===== config.mk =====
export PLATFORM = sky130hd
export DESIGN_NAME = pcr_cfg_regs
export DESIGN_NICKNAME = d
export VERILOG_FILES = /design/src/pcr_pkg.sv /design/src/pcr_cto_timer.sv /design/src/pcr_cfg_regs.sv
export SDC_FILE = /design/constraint.sdc
export NUM_CORES = 1
export LEC_CHECK = 0
export BUFFER_PORTS_ARGS = -buffer_cell sky130_fd_sc_hd__clkbuf_2
export CAP_MARGIN = 20
export CORE_MARGIN = 3
export CORE_UTILIZATION = 50
export DETAILED_ROUTE_END_ITERATION = 8
export GPL_TIMING_DRIVEN = 0
export PLACE_DENSITY = 0.75
export SLEW_MARGIN = 10
export SYNTH_ARGS = -nofsm -noshare
export SYNTH_HDL_FRONTEND = slang
export SYNTH_SLANG_ARGS = --single-unit

===== constraint.sdc =====
create_clock -name core_clk_i -period 6.3 [get_ports core_clk_i]
set_input_delay 0.63 -clock core_clk_i [delete_from_list [all_inputs] [get_ports core_clk_i]]
set_output_delay 0.63 -clock core_clk_i [all_outputs]
set_load 0.01 [all_outputs]

===== src/pcr_pkg.sv =====
// Function
// - Vendor_identifier 16 bits at 0x000, never ffff
// - Device_identifier 16 bits beside vendor_identifier
// - Revision_identifier 8 bits at 0x008
// - Class code 24 bits beside revision
// - Subsystem_vendor_identifier at 0x02c, never ffff
// - Subsystem ids exist only for type 0 endpoints
// - Ids reloadable at run time, read-only to config
// - Timeout ranges field, one bit per range
// - Ranges encoding limited to listed values
// - Zero ranges means fixed timeout up to 50 ms
// - Ranges field zero unless root or requester endpoint
// - Device control 2 selects and enables timeout
// - Timeout never expires below 10 ms
package pcr_pkg;
  localparam logic [11:0] PCR_OFS_ID = 12'h000;
  localparam logic [11:0] PCR_OFS_CLASS = 12'h008;
  localparam logic [11:0] PCR_OFS_SUBSYS = 12'h02c;
  localparam logic [11:0] PCR_OFS_DEVCAP = 12'h084;
  localparam logic [11:0] PCR_OFS_DEVCTL2 = 12'h0a8;
  localparam logic [15:0] PCR_ID_INVALID = 16'hffff;
  localparam logic [2:0] PCR_MPS_128 = 3'h0;
  localparam logic [2:0] PCR_MPS_256 = 3'h1;
  localparam logic [3:0] PCR_CTO_DEFAULT = 4'hf;
  localparam logic [3:0] PCR_CTO_CTL_RESET = 4'h0;
  localparam int PCR_CLK_HZ = 20000000;
  localparam int PCR_FIXED_TO_MS = 50;
  localparam int PCR_MIN_TO_MS = 10;
  localparam int PCR_FIXED_TO_CYC = PCR_FIXED_TO_MS * (PCR_CLK_HZ / 1000);
  localparam int PCR_MIN_TO_CYC = PCR_MIN_TO_MS * (PCR_CLK_HZ / 1000);
  typedef struct packed {
    logic [15:0] vendor_identifier;
    logic [15:0] device_identifier;
    logic [7:0] revision_identifier;
    logic [23:0] function_class_code;
    logic [15:0] subsystem_vendor_identifier;
    logic [15:0] subsystem_device_identifier;
  } pcr_ids_t;
  typedef struct packed {
    logic req;
    logic wr;
    logic [11:0] addr;
    logic [31:0] wdata;
  } pcr_cfg_req_t;
  // Timeout ranges field: legal 4-bit range codes
  function automatic logic pcr_cto_legal(input logic [3:0] v);
    case (v)
      4'h0, 4'h1, 4'h2, 4'h3, 4'h6, 4'h7, 4'he, 4'hf: return 1'b1;
      default: return 1'b0;
    endcase
  endfunction : pcr_cto_legal
endpackage : pcr_pkg


===== src/pcr_cto_timer.sv =====
`timescale 1ns/10ps
module pcr_cto_timer
  import pcr_pkg::*;
#(
  parameter int LIMIT_W = 32
) (
  input wire logic core_clk_i,
  input wire logic rst_i,
  input wire logic ce_i,
  input wire logic start_i,
  input wire logic stop_i,
  input wire logic [LIMIT_W-1:0] limit_i,
  output logic busy_o,
  output logic expired_o
);
  logic [LIMIT_W-1:0] count;
  initial begin
    if (LIMIT_W < 1) $error("Limit width must be positive");
  end
  always_ff @(posedge core_clk_i) begin
    if (rst_i) begin
      count <= '0;
      busy_o <= 1'b0;
      expired_o <= 1'b0;
    end else if (ce_i) begin
      expired_o <= 1'b0;
      if (stop_i) begin
        busy_o <= 1'b0;
      end else if (start_i) begin
        busy_o <= 1'b1;
        count <= '0;
      end else if (busy_o) begin
        if (count + 1'b1 >= limit_i) begin
          busy_o <= 1'b0;
          expired_o <= 1'b1;
        end else begin
          count <= count + 1'b1;
        end
      end
    end
  end
endmodule : pcr_cto_timer


===== src/pcr_cfg_regs.sv =====
`timescale 1ns/10ps
module pcr_cfg_regs
  import pcr_pkg::*;
#(
  parameter logic [15:0] VENDOR_IDENTIFIER = 16'h1234,   // Arbitrary value
  parameter logic [15:0] DEVICE_IDENTIFIER = 16'h5678,   // Arbitrary value
  parameter logic [7:0] REVISION_IDENTIFIER = 8'h0a,     // Arbitrary value
  parameter logic [23:0] CLASS_CODE = 24'h0b4000,
  parameter logic [15:0] SUBSYS_VENDOR_IDENTIFIER = 16'h1234, // Arbitrary value
  parameter logic [15:0] SUBSYS_DEVICE_IDENTIFIER = 16'h9abc, // Arbitrary value
  parameter bit TYPE0_ENDPOINT = 1'b1,
  parameter bit REQUESTER = 1'b1,
  parameter int MAX_PAYLOAD = 128,
  parameter logic [3:0] CTO_RANGES = PCR_CTO_DEFAULT,
  parameter int FIXED_TO_CYC = PCR_FIXED_TO_CYC,
  parameter int MIN_TO_CYC = PCR_MIN_TO_CYC
) (
  input wire logic core_clk_i,
  input wire logic rst_i,
  input wire logic ce_i,
  input wire pcr_cfg_req_t cfg_req_i,
  output logic cfg_ack_o,
  output logic [31:0] cfg_rdata_o,
  input wire logic reconf_we_i,
  input wire pcr_ids_t reconf_ids_i,
  input wire logic cpl_start_i,
  input wire logic cpl_done_i,
  output logic cpl_timeout_o,
  output logic cpl_pending_o
);
  initial begin
    if (VENDOR_IDENTIFIER == PCR_ID_INVALID || SUBSYS_VENDOR_IDENTIFIER == PCR_ID_INVALID)
      $error("Vendor identifier may not be all ones");
    if (MAX_PAYLOAD != 128 && MAX_PAYLOAD != 256)
      $error("Max payload must be 128 or 256");
    if (!pcr_cto_legal(CTO_RANGES))
      $error("Reserved completion timeout range code");
    if (MIN_TO_CYC < 1 || FIXED_TO_CYC < MIN_TO_CYC)
      $error("Bad timeout cycle counts");
    // Range C needs 100 times the floor in a 32-bit limit
    if (MIN_TO_CYC > 42949672)
      $error("Range C count overflows 32 bits");
  end

  localparam logic [3:0] RANGES_EFF =
    (REQUESTER) ? CTO_RANGES : 4'h0;
  localparam logic [2:0] MPS_CODE =
    (MAX_PAYLOAD == 256) ? PCR_MPS_256 : PCR_MPS_128;
  localparam logic [31:0] MIN_CYC = 32'(MIN_TO_CYC);
  localparam logic [31:0] FIX_CYC = 32'(FIXED_TO_CYC);

  pcr_ids_t ids;
  logic [3:0] cto_value;
  logic cto_disable;
  logic [31:0] next_rdata;
  logic [31:0] limit;
  logic wr_any;

  // Ids only change through reconfiguration, never config writes
  always_ff @(posedge core_clk_i) begin
    if (rst_i) begin
      ids <= '{VENDOR_IDENTIFIER, DEVICE_IDENTIFIER, REVISION_IDENTIFIER, CLASS_CODE,
               SUBSYS_VENDOR_IDENTIFIER, SUBSYS_DEVICE_IDENTIFIER};
    end else if (ce_i && reconf_we_i &&
                 reconf_ids_i.vendor_identifier != PCR_ID_INVALID &&
                 reconf_ids_i.subsystem_vendor_identifier
                   != PCR_ID_INVALID) begin
      ids <= reconf_ids_i;
    end
  end

  assign wr_any = cfg_req_i.req && cfg_req_i.wr;

  always_ff @(posedge core_clk_i) begin
    if (rst_i) begin
      cto_value <= PCR_CTO_CTL_RESET;
      cto_disable <= 1'b0;
    end else if (ce_i && wr_any && cfg_req_i.addr == PCR_OFS_DEVCTL2) begin
      cto_value <= cfg_req_i.wdata[3:0];
      cto_disable <= cfg_req_i.wdata[4];
    end
  end

  always_comb begin
    next_rdata = 32'h0;
    case (cfg_req_i.addr)
      PCR_OFS_ID:
        next_rdata = {ids.device_identifier,
                      ids.vendor_identifier};
      PCR_OFS_CLASS:
        next_rdata = {ids.function_class_code,
                      ids.revision_identifier};
      PCR_OFS_SUBSYS:
        if (TYPE0_ENDPOINT) begin
          next_rdata = {ids.subsystem_device_identifier,
                        ids.subsystem_vendor_identifier};
        end
      PCR_OFS_DEVCAP:
        next_rdata = {29'h0, MPS_CODE};
      PCR_OFS_DEVCTL2:
        next_rdata = {27'h0, cto_disable, cto_value};
      default:
        next_rdata = 32'h0;
    endcase
  end

  // Writes are acknowledged like reads; RO targets ignore data
  always_ff @(posedge core_clk_i) begin
    if (rst_i) begin
      cfg_ack_o <= 1'b0;
      cfg_rdata_o <= 32'h0;
    end else if (ce_i) begin
      cfg_ack_o <= cfg_req_i.req;
      if (cfg_req_i.req && !cfg_req_i.wr) begin
        cfg_rdata_o <= next_rdata;
      end
    end
  end

  // Range picks a multiple of the floor; floor keeps 10 ms minimum
  always_comb begin
    limit = FIX_CYC;
    // Unsupported range falls back to the fixed timeout
    case (cto_value)
      4'h1, 4'h2: begin
        if (RANGES_EFF[0]) limit = MIN_CYC;
      end
      4'h5, 4'h6: begin
        if (RANGES_EFF[1]) limit = 32'(MIN_CYC * 25);
      end
      4'h9, 4'ha: begin
        if (RANGES_EFF[2]) limit = 32'(MIN_CYC * 100);
      end
      default: limit = FIX_CYC;
    endcase
    if (limit < MIN_CYC) limit = MIN_CYC;
  end

  pcr_cto_timer #(
    .LIMIT_W(32)
  ) u_timer (
    .core_clk_i(core_clk_i),
    .rst_i(rst_i),
    .ce_i(ce_i),
    .start_i(cpl_start_i && !cto_disable),
    .stop_i(cpl_done_i),
    .limit_i(limit),
    .busy_o(cpl_pending_o),
    .expired_o(cpl_timeout_o)
  );

  logic [31:0] wait_cnt;
  always_ff @(posedge core_clk_i) begin
    if (rst_i) begin
      wait_cnt <= 32'h0;
    end else if (ce_i) begin
      if (!cpl_pending_o) wait_cnt <= 32'h0;
      else wait_cnt <= wait_cnt + 32'h1;
    end
  end

  property p_ro_write;
    @(posedge core_clk_i) disable iff (rst_i)
    (ce_i && wr_any && !reconf_we_i) |=> $stable(ids);
  endproperty
  a_ro_write: assert property (p_ro_write)
    else $error("Id changed");
  property p_ack;
    @(posedge core_clk_i) disable iff (rst_i)
    (ce_i && cfg_req_i.req) |=> cfg_ack_o;
  endproperty
  a_ack: assert property (p_ack) else $error("No ack");
  property p_vid;
    @(posedge core_clk_i) disable iff (rst_i)
    ids.vendor_identifier != PCR_ID_INVALID;
  endproperty
  a_vid: assert property (p_vid) else $error("Vendor_identifier ffff");
  property p_svid;
    @(posedge core_clk_i) disable iff (rst_i)
    ids.subsystem_vendor_identifier != PCR_ID_INVALID;
  endproperty
  a_svid: assert property (p_svid) else $error("Subsys id ffff");
  property p_id_read;
    @(posedge core_clk_i) disable iff (rst_i)
    (ce_i && cfg_req_i.req && !cfg_req_i.wr &&
     cfg_req_i.addr == PCR_OFS_ID) |=>
    cfg_rdata_o == {$past(ids.device_identifier),
                    $past(ids.vendor_identifier)};
  endproperty
  a_id_read: assert property (p_id_read) else $error("Id read");
  property p_class_read;
    @(posedge core_clk_i) disable iff (rst_i)
    (ce_i && cfg_req_i.req && !cfg_req_i.wr &&
     cfg_req_i.addr == PCR_OFS_CLASS) |=>
    cfg_rdata_o[7:0] == $past(ids.revision_identifier);
  endproperty
  a_class_read: assert property (p_class_read)
    else $error("Rev read");
  property p_mps;
    @(posedge core_clk_i) disable iff (rst_i)
    (ce_i && cfg_req_i.req && !cfg_req_i.wr &&
     cfg_req_i.addr == PCR_OFS_DEVCAP) |=> cfg_rdata_o[2:0] <= PCR_MPS_256;
  endproperty
  a_mps: assert property (p_mps) else $error("Bad payload code");
  property p_min_to;
    @(posedge core_clk_i) disable iff (rst_i)
    cpl_timeout_o |-> $past(wait_cnt) + 32'h1 >= MIN_CYC;
  endproperty
  a_min_to: assert property (p_min_to) else $error("Early timeout");
  property p_disable;
    @(posedge core_clk_i) disable iff (rst_i)
    (cto_disable && !cpl_pending_o) |=> !cpl_pending_o;
  endproperty
  a_disable: assert property (p_disable) else $error("Timer ran");
  property p_class_code;
    @(posedge core_clk_i) disable iff (rst_i)
    (ce_i && cfg_req_i.req && !cfg_req_i.wr &&
     cfg_req_i.addr == PCR_OFS_CLASS) |=>
    cfg_rdata_o[31:8] == $past(ids.function_class_code);
  endproperty
  a_class_code: assert property (p_class_code)
    else $error("Class read");
  property p_subsys_read;
    @(posedge core_clk_i) disable iff (rst_i)
    (ce_i && cfg_req_i.req && !cfg_req_i.wr &&
     cfg_req_i.addr == PCR_OFS_SUBSYS) |=>
    cfg_rdata_o == (TYPE0_ENDPOINT ?
                    {$past(ids.subsystem_device_identifier),
                     $past(ids.subsystem_vendor_identifier)} : 32'h0);
  endproperty
  a_subsys_read: assert property (p_subsys_read)
    else $error("Subsystem read");
  property p_ack_pulse;
    @(posedge core_clk_i) disable iff (rst_i)
    (ce_i && !cfg_req_i.req) |=> !cfg_ack_o;
  endproperty
  a_ack_pulse: assert property (p_ack_pulse)
    else $error("Stray ack");
  c_read: cover property (@(posedge core_clk_i) cfg_ack_o && !rst_i);
  c_reconf: cover property (@(posedge core_clk_i) ce_i && reconf_we_i);
  c_timeout: cover property (@(posedge core_clk_i) cpl_timeout_o);
endmodule : pcr_cfg_regs


==> run_results.csv <==
group,metric,value,unit
outcome,outcome,"complete, no violations",
routing,wire_per_inst,17.26,um
global_routing,grt_pass1_wl,37120,um
clocking,clk_pin_slew,70,ps
timing,timing.fmax,221.7,MHz
setup_path,cp_max_fo,10,
floorplan,die_y,131.8,um
run,cap_violations,0,
layout,area_delta_synth_final,21.70,%
place,place_ws,1842,ps
setup_path,cp_num_cells,15,
yosys,synthFlopType,"dfxtp_1",
power,power_density,265.0,nW/um^2
layout,fillers,1370,
hold_path,hold_depth,3,
yosys,yosys_warnings,0,
timing,finalWorstSetupSlack,1789,ps
clocking,post-cts-setup-buffers,0,
place,io_buffers,154,
clocking,cts_tree,"built",
yosys,synth-seq-cells,168,
timing,drv_slew,0,
yosys,synthesis.nets,1142,
floorplan,rows,45,
layout,drive_gt1_frac,0.1960,
yosys,syn_area,7910,um^2
layout,final_common_cell,"nand2_1",
clocking,cts_root_buf,"clkbuf_16",
setup_path,worstReg2RegEnd,"u_timer.count[14]$_SDFFE_PP0P_",
place,hpwl,17390,um
timing,worst_pin_slew,1052,ps
setup_path,path_cells,"ha_1, nand3_1, nor4_1, nor3b_1, nand3_1, xnor2_1, ha_1, nand2_1, nor3_1, o2111ai_1, o31ai_1, nor4b_4, a31o_2, clkbuf_2, o21ai_0",
routing,wl,23720,um
clocking,cts_htree_levels,4,
layout,fin_cells,1374,
clocking,cts_buffers,17,
place,gp_congestion,0.9203,
setup_path,reg2reg_depth,15,
timing,min_period_over_period,0.7160,
global_routing,overflow,0,
floorplan,die_w,131.8,um
yosys,synth.distinct_cells,58,
timing,min_period,4511,ps
layout,nets,1315,
setup_path,critPathCaptureType,"flip-flop",
setup_path,critPathMaxStageDelay,490,ps
floorplan,initial_utilization,0.5165,
setup_path,crit_family,"simple AND/OR/NAND/NOR gates",
timing,rsz0062_at_grt,"false",
power,peakVddDrop,0.0002138,V
setup_path,startpoint,"u_timer.count[0]$_SDFFE_PP0P_",
global_routing,grt_max_degree,17,
setup_path,crit_path_top_delay_cell,"dfxtp_1",
routing,vias_per_cell,5.640,
layout,final_cell_mix,"nand2_1, dfxtp_1, clkbuf_2, nor2_1, a21oi_1",
setup_path,critPathCapture,"u_timer.count[14]$_SDFFE_PP0P_",
timing,setup-tns-final,0,ps
routing,drc,0,
floorplan,die_area,17370,um^2
clocking,cts-hold-fix-buffers,0,
layout,antenna_cells,0,
routing,first_pass_iters,6,
place,place_inst,1342,
setup_path,critical_path_required,6650,ps
power,p_leak,0.004042,uW
timing,hold_violations,0,
clocking,clock-sinks,168,
setup_path,crit_arrival,4860,ps
floorplan,core,15310,um^2
setup_path,rr_startpoint,"u_timer.count[0]$_SDFFE_PP0P_",
floorplan,ios,183,
clocking,cts_buffer_depth,2,
global_routing,grt_pass1_vias,7091,
setup_path,critPathBufInv,1,
routing,drtIter0Drc,666,
timing,maxSlewHeadroom,0.2936,
hold_path,hp-class,"in -> reg",
yosys,synth_edf_count,0,
routing,antenna_left,0,
timing,skew,6.280,ps
routing,vias,7750,
setup_path,start_kind,"flip-flop",
global_routing,antenna_found_initial,0,
clocking,worst_skew_pair.late_latency,430,ps
layout,final_util,0.6286,
yosys,async_reset_ff_frac,0,
yosys,netlist_instances,977,
setup_path,path_class,"reg -> reg",
yosys,syn_area_per_cell,8.096,um^2
setup_path,r2r_setup_slack,1790,ps
clocking,cts_resized,0,
yosys,yosysSeqAreaShare,0.4252,
global_routing,track_usage,0.2679,
timing,finalSetupViolCount,0,
power,power,2551,uW
-- synth_stat cells, types with 4 or more instances --
library cell | count | area [um^2]
a211oi_1 | 29 | 217.7
a21oi_1 | 70 | 350.3
a221oi_1 | 5 | 43.79
a22o_2 | 4 | 40.04
a31oi_1 | 6 | 37.54
and2_2 | 7 | 52.55
and3_1 | 8 | 50.05
and4_1 | 4 | 35.03
buf_1 | 7 | 26.28
buf_4 | 5 | 37.54
buf_6 | 4 | 45.04
clkbuf_1 | 50 | 187.7
dfxtp_1 | 168 | 3363
ha_1 | 17 | 212.7
inv_1 | 22 | 82.58
mux2i_1 | 40 | 400.4
nand2_1 | 214 | 803.3
nand3_1 | 19 | 95.09
nand3b_1 | 34 | 255.2
nand4_1 | 21 | 131.4
nor2_1 | 90 | 337.8
nor2b_1 | 9 | 56.30
nor3_1 | 35 | 175.2
nor4_1 | 10 | 62.56
o2111ai_1 | 11 | 96.34
o21ai_0 | 24 | 120.1
or2_2 | 7 | 43.79
xnor2_1 | 10 | 87.58
xor2_1 | 5 | 43.79
-- worst register-to-register path, cell delays in order (launching register included) --
cell       delay (ps)
dfxtp_1           490
ha_1              310
nand3_1           310
nor4_1            400
nor3b_1           480
nand3_1           190
xnor2_1           180
ha_1              290
nand2_1            40
nor3_1            340
o2111ai_1         170
o31ai_1           390
nor4b_4           120
a31o_2            320
clkbuf_2          210
o21ai_0           180
-- area by class of cell --
| class | count | area (um^2) | share of cell area |
|---|---|---|---|
| Buffer | 67 | 301.5 | 0.03132 |
| Clock buffer | 19 | 442.9 | 0.04601 |
| Clock inverter | 13 | 239.0 | 0.02482 |
| Inverter | 22 | 82.58 | 0.008578 |
| Multi-Input combinational cell | 720 | 4163 | 0.4324 |
| Sequential cell | 168 | 3363 | 0.3494 |
| Tap cell | 211 | 264.0 | 0.02742 |
| Timing Repair Buffer | 154 | 770.7 | 0.08006 |
-- where the power goes --
group | internal [uW] | switching [uW]
Clock | 761 | 451
Combinational | 83.7 | 128
Sequential | 1100 | 23.3
-- through the flow --
| stage | hold slack, ps | instance area [um^2] |
|---|---|---|
| 3_5_place_dp | 446.1 | 8945 |
| 4_1_cts | 403.4 | 9627 |
| 3_3_place_gp | 441.6 | 8945 |
| 2_1_floorplan | 435.7 | 7910 |
| 5_1_grt | 396.3 | 9627 |
| 6_report | 412.9 | 9627 |
-- kinds of logic after synthesis --
group | after synthesis | synth area share
and+or+nand+nor | 478 | 0.2923
buffers and inverters | 89 | 0.04856
adders and majority gates | 17 | 0.02689
xor gates and xnor gates | 15 | 0.01661
muxes | 40 | 0.05062
DFF | 168 | 0.4252
AOI/OAI and AO/OA | 170 | 0.1398
-- flip-flops by register name, indices dropped and copies added (netlist names) --
name / count
cto_value: 4
u_timer.busy_o: 1
ids: 96
u_timer.expired_o: 1
u_timer.count: 32
cto_disable: 1
cfg_ack_o: 1
cfg_rdata_o: 32
-- worst min-delay path by stage --
| stage | startpoint | end | slack, ps |
|---|---|---|---|
| 3_3_place_gp | ids[32]$_SDFFE_PP0P_ | ids[32]$_SDFFE_PP0P_ | 440 |
| 4_1_cts | reconf_ids_i[41] | ids[41]$_SDFFE_PP0P_ | 400 |
| 3_5_place_dp | ids[56]$_SDFFE_PP0P_ | ids[56]$_SDFFE_PP0P_ | 450 |
| 6_report | reconf_ids_i[68] | ids[68]$_SDFFE_PP1P_ | 410 |
| 5_1_grt | reconf_ids_i[70] | ids[70]$_SDFFE_PP1P_ | 400 |
| 2_1_floorplan | ids[64]$_SDFFE_PP0P_ | ids[64]$_SDFFE_PP0P_ | 440 |
-- per-layer routing --
layer / vias to the layer above / share of wire / track usage
met3: 41 / 0.081 / 0.06069
met5: - / 0 / 0
li1: 3750 / - / -
met2: 354 / 0.45 / 0.4163
met4: 0 / 0.023 / 0.07701
met1: 3605 / 0.44 / 0.3754
No activity file was read; power rests on OpenSTA's default activity.
